<file path="src/wrxcs_pkg.sv">
/*
 * Package for the wireless receiver control and status register bank:
 * register offsets, field positions, key value and timing constants.
 * Assumes a 40 MHz system clock and word-aligned byte addresses.
 */
`default_nettype none
package wrxcs_pkg;
	localparam int ADDR_W = 32;
	localparam logic [31:0] BASE_ADDR = 32'h4016_0000;
	localparam logic [31:0] OFS_KEY = 32'h4016_0000;
	localparam logic [31:0] OFS_CTRL = 32'h4016_0004;
	localparam logic [31:0] OFS_INT = 32'h4016_0008;
	localparam logic [31:0] OFS_STS = 32'h4016_000C;
	localparam logic [31:0] OFS_IRQ = 32'h4016_0010;
	localparam logic [7:0] UNLOCK_VALUE = 8'hA5;
	// Control register field positions.
	localparam int CTL_FAULT = 7;
	localparam int CTL_CLAMP_SEL = 4;
	localparam int CTL_MOD_SEL = 3;
	localparam int CTL_MOD = 2;
	localparam int CTL_CLAMP = 1;
	localparam int CTL_DUMP = 0;
	localparam logic [7:0] CTL_MASK = 8'h9F;
	// Event positions in the flag byte (bits 23:16) and enable byte (7:0).
	localparam int EV_TMO = 7;
	localparam int EV_OVR = 6;
	localparam int EV_RECT = 5;
	localparam int EV_TOG = 4;
	localparam int EV_OCL = 3;
	localparam int EV_OV = 2;
	localparam int EV_TSD = 1;
	localparam int EV_TWN = 0;
	localparam int FLAG_LSB = 16;
	localparam logic [7:0] EN_MASK = 8'hBF;
	// Live status positions.
	localparam int ST_RECT = 5;
	localparam int ST_OUT = 4;
	localparam int ST_OCL = 3;
	localparam int ST_OV = 2;
	localparam int ST_TSD = 1;
	localparam int ST_TWN = 0;
	// Downlink silence timeout.
	localparam int CLK_HZ = 40_000_000;
	localparam int TMO_MS = 8;
	localparam int TMO_CYCLES = TMO_MS * (CLK_HZ / 1000);
endpackage
`default_nettype wire

</file>
<file path="src/wrxcs_regs.sv">
/*
 * Control, event and status register bank of the wireless power receiver.
 * Assumes analog comparator levels arrive asynchronously and are
 * synchronised here; the bus master follows the plain strobe protocol.
 */
// Design decision made here: the plain strobed port.
// Operation
// - Writing A5 to the key field unlocks the control register.
// - Fault bit high drives the interrupt pin low, else released.
// - Clamp select 1 defers clamp turn-on to coil zero crossing.
// - Modulator select 0 defers turn-on to zero crossing, 1 direct.
// - Modulator, clamp and load dump enables switch their transistors.
// - Coil inputs silent over 8 ms set the downlink timeout flag.
// - Output toggle while toggle flag set sets the overrun flag.
// - Any output on/off change sets the output toggle flag.
// - Rectifier above threshold sets the rectifier overvoltage flag.
// - Output current above limit sets the overcurrent flag.
// - Output above 1.25 times level sets the overvoltage flag.
// - Die above 140 or 130 degrees sets the thermal flags.
// - Event flags stay set until software writes one to them.
// - Enable bits gate each event flag except overrun onto the interrupt request.
// - Status register shows live rectifier, output and current levels.
// - Thermal status levels follow comparator hysteresis, shown live.
`timescale 1ns/100ps
`default_nettype none
module wrxcs_regs #(
	parameter int TMO_COUNT = wrxcs_pkg::TMO_CYCLES
) (
	// Clock and reset
	input wire logic i_sys_clk,
	input wire logic i_sys_rst,
	// Register port
	input wire logic [wrxcs_pkg::ADDR_W-1:0] i_addr,
	input wire logic [31:0] i_wdata,
	input wire logic i_wr,
	input wire logic i_rd,
	output logic [31:0] o_rdata,
	// Analog levels
	input wire logic i_coil_active,
	input wire logic i_coil_zero,
	input wire logic i_rectifier_overvolt_level,
	input wire logic i_output_on_level,
	input wire logic i_output_overcurrent_level,
	input wire logic i_output_overvolt_level,
	input wire logic i_thermal_shutdown_level,
	input wire logic i_thermal_warning_level,
	// Switch drives
	output logic o_modulator_switch_on,
	output logic o_clamp_switch_on,
	output logic o_load_dump_switch_on,
	// Open-drain host interrupt pin
	input wire logic i_host_irq_pin,
	output logic o_host_irq_pin,
	output logic o_host_irq_pin_oe,
	// Interrupt
	output logic o_irq
);
	import wrxcs_pkg::*;

	localparam int NSYNC = 9;

	// Two-flop synchronisers for all asynchronous inputs. They carry no
	// reset: reset is held long enough to flush them, and a reset here
	// would only delay the first true sample.
	logic [NSYNC-1:0] sync_a;
	logic [NSYNC-1:0] sync_b;
	logic [NSYNC-1:0] next_sync_a;
	logic [NSYNC-1:0] next_sync_b;
	logic coil_act_s;
	logic coil_zero_s;
	logic rect_s;
	logic out_s;
	logic ocl_s;
	logic ov_s;
	logic tsd_s;
	logic twn_s;
	logic pin_s;

	always_comb begin
		next_sync_a = {i_host_irq_pin, i_thermal_warning_level,
			i_thermal_shutdown_level, i_output_overvolt_level,
			i_output_overcurrent_level, i_output_on_level,
			i_rectifier_overvolt_level, i_coil_zero, i_coil_active};
		next_sync_b = sync_a;
	end

	always_ff @(posedge i_sys_clk) begin
		sync_a <= next_sync_a;
		sync_b <= next_sync_b;
	end

	assign coil_act_s = sync_b[0];
	assign coil_zero_s = sync_b[1];
	assign rect_s = sync_b[2];
	assign out_s = sync_b[3];
	assign ocl_s = sync_b[4];
	assign ov_s = sync_b[5];
	assign tsd_s = sync_b[6];
	assign twn_s = sync_b[7];
	assign pin_s = sync_b[8];

	// Register state, grouped by function.
	logic [7:0] key;
	logic [7:0] next_key;
	logic unlocked;
	logic next_unlocked;
	logic [7:0] ctrl;
	logic [7:0] next_ctrl;
	logic [7:0] enables;
	logic [7:0] next_enables;
	logic [7:0] flags;
	logic [7:0] next_flags;
	logic irq;
	logic next_irq;
	logic [7:0] live;
	logic [7:0] live_prev;
	logic [7:0] next_live_prev;
	logic [7:0] rise;
	logic [7:0] toggle;
	logic [23:0] silent_cnt;
	logic [23:0] next_silent_cnt;
	logic tmo_done;
	logic next_tmo_done;
	logic tmo_event;
	logic mod_on;
	logic next_mod_on;
	logic clamp_on;
	logic next_clamp_on;
	logic [31:0] rdata;
	logic [31:0] next_rdata;
	logic key_wr;
	logic ctrl_wr;
	logic int_wr;
	logic [7:0] events;
	logic [7:0] clear;

	// Decoded write strobes; the address must match exactly.
	assign key_wr = i_wr && (i_addr == OFS_KEY);
	assign ctrl_wr = i_wr && (i_addr == OFS_CTRL);
	assign int_wr = i_wr && (i_addr == OFS_INT);

	// Live levels in status register order, and their edges.
	assign live = {2'h0, rect_s, out_s, ocl_s, ov_s, tsd_s, twn_s};
	assign rise = live & ~live_prev;
	assign toggle = live ^ live_prev;

	// Key and lock. The unlock is single shot, so only the first control write
	// after the key can change the switches; any other key value
	// withdraws a pending unlock.
	always_comb begin
		next_key = key;
		next_unlocked = unlocked;
		if (key_wr) begin
			next_key = i_wdata[7:0];
			next_unlocked = (i_wdata[7:0] == UNLOCK_VALUE);
		end else if (ctrl_wr) begin
			next_unlocked = 1'b0;
		end
	end

	always_ff @(posedge i_sys_clk) begin
		if (i_sys_rst) begin
			key <= 8'h00;
			unlocked <= 1'b0;
		end else begin
			key <= next_key;
			unlocked <= next_unlocked;
		end
	end

	// Control register. Locked writes are dropped without any error
	// indication, so software should read back after a change.
	always_comb begin
		next_ctrl = ctrl;
		if (ctrl_wr && unlocked) begin
			next_ctrl = i_wdata[7:0] & CTL_MASK;
		end
	end

	always_ff @(posedge i_sys_clk) begin
		if (i_sys_rst) begin
			ctrl <= 8'h00;
		end else begin
			ctrl <= next_ctrl;
		end
	end

	// Edge history. Reset clears it to the idle low level of every
	// comparator, so a level that is already high at reset release
	// reports one event.
	always_comb begin
		next_live_prev = live;
	end

	always_ff @(posedge i_sys_clk) begin
		if (i_sys_rst) begin
			live_prev <= 8'h00;
		end else begin
			live_prev <= next_live_prev;
		end
	end

	// Silence counter restarts on any coil activity and reports once per
	// silent spell. The width covers the default count at 40 MHz; a
	// larger count parameter would be cut to the low bits.
	always_comb begin
		next_silent_cnt = silent_cnt;
		next_tmo_done = tmo_done;
		tmo_event = 1'b0;
		if (coil_act_s) begin
			next_silent_cnt = 24'h00_0000;
			next_tmo_done = 1'b0;
		end else if (silent_cnt < TMO_COUNT[23:0]) begin
			next_silent_cnt = silent_cnt + 24'h00_0001;
		end else if (!tmo_done) begin
			next_tmo_done = 1'b1;
			tmo_event = 1'b1;
		end
	end

	always_ff @(posedge i_sys_clk) begin
		if (i_sys_rst) begin
			silent_cnt <= 24'h00_0000;
			tmo_done <= 1'b0;
		end else begin
			silent_cnt <= next_silent_cnt;
			tmo_done <= next_tmo_done;
		end
	end

	// Interrupt enables; the reserved position never holds a one.
	always_comb begin
		next_enables = enables;
		if (int_wr) begin
			next_enables = i_wdata[7:0] & EN_MASK;
		end
	end

	always_ff @(posedge i_sys_clk) begin
		if (i_sys_rst) begin
			enables <= 8'h00;
		end else begin
			enables <= next_enables;
		end
	end

	// Event flags and interrupt. Comparator events are rising edges;
	// the output toggle event fires on either edge of the output level.
	always_comb begin
		events = 8'h00;
		clear = 8'h00;
		events[EV_TMO] = tmo_event;
		events[EV_RECT] = rise[ST_RECT];
		events[EV_TOG] = toggle[ST_OUT];
		events[EV_OVR] = toggle[ST_OUT] & flags[EV_TOG];
		events[EV_OCL] = rise[ST_OCL];
		events[EV_OV] = rise[ST_OV];
		events[EV_TSD] = rise[ST_TSD];
		events[EV_TWN] = rise[ST_TWN];
		if (int_wr) begin
			clear = i_wdata[FLAG_LSB+7:FLAG_LSB];
		end
		// A new event in the clearing cycle survives the clear.
		next_flags = (flags & ~clear) | events;
		// The interrupt follows the values the registers are about to
		// hold, so it rises with the flag and falls with the clear.
		next_irq = |(next_flags & next_enables);
	end

	always_ff @(posedge i_sys_clk) begin
		if (i_sys_rst) begin
			flags <= 8'h00;
			irq <= 1'b0;
		end else begin
			flags <= next_flags;
			irq <= next_irq;
		end
	end

	// Switch drives. A requested turn-on may wait for 0 V on the coil;
	// turn-off is always immediate, so a cleared enable can never leave
	// a switch stuck on while the coil waits for a zero crossing.
	always_comb begin
		next_mod_on = mod_on;
		next_clamp_on = clamp_on;
		if (!ctrl[CTL_MOD]) begin
			next_mod_on = 1'b0;
		end else if (ctrl[CTL_MOD_SEL] || coil_zero_s) begin
			next_mod_on = 1'b1;
		end
		if (!ctrl[CTL_CLAMP]) begin
			next_clamp_on = 1'b0;
		end else if (!ctrl[CTL_CLAMP_SEL] || coil_zero_s) begin
			next_clamp_on = 1'b1;
		end
	end

	always_ff @(posedge i_sys_clk) begin
		if (i_sys_rst) begin
			mod_on <= 1'b0;
			clamp_on <= 1'b0;
		end else begin
			mod_on <= next_mod_on;
			clamp_on <= next_clamp_on;
		end
	end

	// Read data stands for one cycle after the read strobe and is zero
	// otherwise, so a bus that ORs several slaves needs no extra gating.
	// The pin word shows whether anything holds the host pin low.
	always_comb begin
		next_rdata = 32'h0000_0000;
		if (i_rd) begin
			case (i_addr)
				OFS_KEY: next_rdata = {24'h00_0000, key};
				OFS_CTRL: next_rdata = {24'h00_0000, ctrl};
				OFS_INT: next_rdata = {8'h00, flags, 8'h00, enables};
				OFS_STS: next_rdata = {24'h00_0000, live};
				OFS_IRQ: next_rdata = {31'h0000_0000, pin_s};
				default: next_rdata = 32'h0000_0000;
			endcase
		end
	end

	always_ff @(posedge i_sys_clk) begin
		if (i_sys_rst) begin
			rdata <= 32'h0000_0000;
		end else begin
			rdata <= next_rdata;
		end
	end

	// Outputs straight from registers.
	assign o_rdata = rdata;
	assign o_irq = irq;
	assign o_modulator_switch_on = mod_on;
	assign o_clamp_switch_on = clamp_on;
	assign o_load_dump_switch_on = ctrl[CTL_DUMP];
	// Open drain: only ever drives low, released otherwise, so the pin
	// idles at its pull-up while the fault bit is clear.
	assign o_host_irq_pin = 1'b0;
	assign o_host_irq_pin_oe = ctrl[CTL_FAULT];
endmodule // wrxcs_regs
`default_nettype wire

</file>
<file path="config.mk">
export PLATFORM = sky130hd
export DESIGN_NAME = wrxcs_regs
export DESIGN_NICKNAME = d
export VERILOG_FILES = /design/src/wrxcs_pkg.sv /design/src/wrxcs_regs.sv
export SDC_FILE = /design/constraint.sdc
export NUM_CORES = 1
export LEC_CHECK = 0
export BUFFER_PORTS_ARGS = -buffer_cell sky130_fd_sc_hd__buf_2
export CAP_MARGIN = 10
export CELL_PAD_IN_SITES_DETAIL_PLACEMENT = 1
export CELL_PAD_IN_SITES_GLOBAL_PLACEMENT = 1
export CORE_MARGIN = 2
export CORE_UTILIZATION = 40
export CTS_BUF_LIST = sky130_fd_sc_hd__clkbuf_4
export DETAILED_ROUTE_END_ITERATION = 12
export PLACE_DENSITY_LB_ADDON = 0.1
export SYNTH_ARGS = -nofsm -noshare
export SYNTH_HDL_FRONTEND = slang
export SYNTH_SLANG_ARGS = --single-unit
</file>
<file path="constraint.sdc">
create_clock -name i_sys_clk -period 2.3 [get_ports i_sys_clk]
set_input_delay 0.23 -clock i_sys_clk [delete_from_list [all_inputs] [get_ports i_sys_clk]]
set_output_delay 0.23 -clock i_sys_clk [all_outputs]
set_load 0.02 [all_outputs]
</file>
==> run_results.csv <==
group,metric,value,unit
sta,final_max_slew_viol_count,0,
clocking,ctsResizeCount,0,
logic_synthesis,synth_flop_cell,"dfxtp_1",
place,dp_hpwl,7.502,mm
power,peakVddDrop,363.8,uV
place,placed_cells,641,
floorplan,fp.coreArea,0.009729,sq mm
place,gp_congestion,0.8263,
global_routing,antenna_found_initial,0,
sta,finClkSkew,14.12,ps
logic_synthesis,synth_area,0.003984,sq mm
logic_synthesis,ys_seq_area_share,49.75,%
detailed_routing,drc_errors,0,
cells_and_area,multi_input_area,0.001839,sq mm
floorplan,die_y,103.8,um
logic_synthesis,syn_area_per_cell,9.374,sq um
logic_synthesis,synth_cell_type_count,42,
clocking,clkLatencyLatePin,440,ps
global_routing,grt_usage,19.27,%
clocking,numCtsBuffers,9,
cells_and_area,fill_cells,1187,
detailed_routing,dr.pass1.iters,4,
power,power_leakage,1.922,nW
worst_setup_path,worstPathRequired,2630,ps
logic_synthesis,synth_compound_area_share,7.412,%
logic_synthesis,ys_ff_latch,99,
logic_synthesis,synth_top_family_by_area,"simple AND/OR/NAND/NOR gates",
cells_and_area,seq_area,0.001982,sq mm
global_routing,grt_pass1_wl,16.66,mm
global_routing,grt_pass1_vias,3438,
floorplan,die_w,103.8,um
clocking,post_cts_buffers,0,
logic_synthesis,synthArstFlopShare,0,%
clocking,cts_root_buf,"clkbuf_4",
sta,period_share,91.43,%
detailed_routing,vias,3242,
detailed_routing,drt_iter0_drc,81,
floorplan,num_rows,36,
sta,timing.fmax,475.6,MHz
logic_synthesis,synth.area.mux_share,7.852,%
sta,setup_tns,0,ps
sta,hold_ws,33.33,ps
global_routing,grt_overflow,0,
logic_synthesis,synth-edff-count,0,
flow_run,cap_violations,0,
power,p_per_area,578.3,mW/mm^2
logic_synthesis,synth_xor_area_share,3.078,%
sta,period_minus_slack,2103,ps
cells_and_area,fin_nets,606,
sta,rsz0062_at_grt,"false",
cells_and_area,layout_common_cells,"dfxtp_1, buf_2, nand2_1, nor2_1, nor2b_1",
outcome,status,"finished clean",
cells_and_area,final_common_cell,"dfxtp_1",
floorplan,dieArea,0.01077,sq mm
worst_setup_path,r2r_slack,200,ps
worst_hold_path,hold_class,"in -> reg",
global_routing,grt_max_degree,43,
clocking,clkSinkCount,99,
detailed_routing,postRouteAntennaNets,0,
floorplan,ios,115,
cells_and_area,diodes,0,
detailed_routing,wl_per_cell,15.01,um
cells_and_area,layout-drive-gt1-share,22.93,%
clocking,clk_pin_slew,140,ps
logic_synthesis,ys_warn_count,0,
worst_setup_path,crit_arrival,2430,ps
worst_setup_path,critPathMaxFanout,10,
floorplan,start_util,40.95,%
logic_synthesis,synthAdderAreaFrac,0.3141,%
worst_setup_path,crit_type,"reg -> reg",
detailed_routing,drt_wl_total,9.984,mm
detailed_routing,routed_via_density,4.875,
logic_synthesis,syn-instance-count,425,
place,portBuffers,81,
worst_setup_path,end_kind,"register",
cells_and_area,layout.cells.non_filler,665,
clocking,cts_max_path_buffers,2,
worst_setup_path,startpoint_type,"register",
sta,setup_viol,0,
logic_synthesis,yosys.area_share.simple,25.75,%
clocking,cts_htree_levels,3,
clocking,cts_tree,"built",
sta,hold_viol,0,
cells_and_area,syn_to_final_growth,19.32,%
==> report_power, final <==
part | switching, mW | internal (mW)
clock network | 0.555 | 0.205
registers | 0.0241 | 1.75
logic | 0.122 | 0.0934
==> cell usage after synthesis, types with 2 or more instances <==
cell | number | area (sq um)
nand2_1 | 45 | 168.9
o211ai_1 | 2 | 15.01
nor3b_1 | 5 | 37.54
mux4_2 | 5 | 112.6
nor3_1 | 10 | 50.05
nor2b_1 | 23 | 143.9
a21oi_1 | 21 | 105.1
nand4_1 | 11 | 68.82
a31oi_1 | 2 | 12.51
nor2_1 | 39 | 146.4
nand2b_1 | 8 | 50.05
dfxtp_1 | 99 | 1982
and2_1 | 13 | 81.33
xnor2_1 | 9 | 78.83
nor4_1 | 12 | 75.07
mux2i_1 | 20 | 200.2
nand3_1 | 10 | 50.05
nor4bb_1 | 4 | 40.04
or4_1 | 2 | 15.01
buf_4 | 17 | 127.6
clkbuf_1 | 11 | 41.29
nor4_2 | 2 | 25.02
and3_1 | 2 | 12.51
o22a_1 | 2 | 17.52
xor2_1 | 5 | 43.79
o21ai_0 | 18 | 90.09
or3_1 | 3 | 18.77
buf_2 | 3 | 15.01
inv_1 | 9 | 33.78
==> critical path, stage by stage (launching register included) <==
cell      delay, ps
dfxtp_1         360
nor4_2          280
o21ai_1         160
a2111o_1        590
nor4_1          390
xnor2_1         160
nor2_1           50
==> layout make-up <==
| cell class | count | share of cell area, % |
|---|---|---|
| Sequential cell | 99 | 41.70 |
| Multi-Input combinational cell | 301 | 38.69 |
| Timing Repair Buffer | 108 | 13.27 |
| Tap cell | 133 | 3.501 |
| Clock buffer | 9 | 1.421 |
| Clock inverter | 6 | 0.7107 |
| Inverter | 9 | 0.7107 |
==> registers in the layout, summed over array words and instances, names as in the netlist, 6 cells and up <==
name and flops:
silent_cnt 24, o_rdata 16, next_sync_b 9, sync_b 9, enables 8, flags 8
key 8, ctrl 6, live_prev 6
==> through the flow <==
step	power (mW)	util, %	area, sq um	worst slack [ps]
2_1_floorplan	1.933	-	4044	421.0
3_3_place_gp	2.006	46.89	4562	145.3
3_5_place_dp	2.015	46.89	4562	138.3
4_1_cts	2.790	48.86	4753	194.9
5_1_grt	2.882	48.86	4753	56.50
6_report	2.749	48.86	4753	197.2
==> worst paths after layout <==
kind,from,depth (start not counted),endpoint
worst max-delay path,silent_cnt[9]$_SDFFE_PP0P_,6,silent_cnt[14]$_SDFFE_PP0P_
worst min-delay path,i_rd,3,o_rdata[0]$_SDFF_PP0_
worst max register to register,silent_cnt[9]$_SDFFE_PP0P_,6,silent_cnt[14]$_SDFFE_PP0P_
worst min register to register,next_sync_b[2]$_DFF_P_,0,sync_b[2]$_DFF_P_
==> metal layers <==
| metal | vias to the layer above | GRT usage (%) | wire length (um) |
|---|---|---|---|
| li1 | 1638 | - | - |
| met1 | 1540 | 24.49 | 4677 |
| met2 | 56 | 32.97 | 4898 |
| met3 | 8 | 4.091 | 278 |
| met4 | 0 | 5.792 | 131 |
| met5 | - | 0 | 0 |
==> cells by family (layout without fill, tap and decap cells) <==
kind of cell	count (synthesis)	in the layout
xor gates and xnor gates	14	14
muxes	25	25
AOI/OAI and AO/OA	51	51
DFF	99	99
buffers and inverters	41	132
adders and majority gates	1	1
and+or+nand+nor	193	193
other	1	17
==> repair_timing <==
item,CTS,global route
endpoints found under the setup margin,0,0
hold buffers,9,0
hold endpoints to repair,9,0
Note: power is estimated with default switching activity, not from simulation.
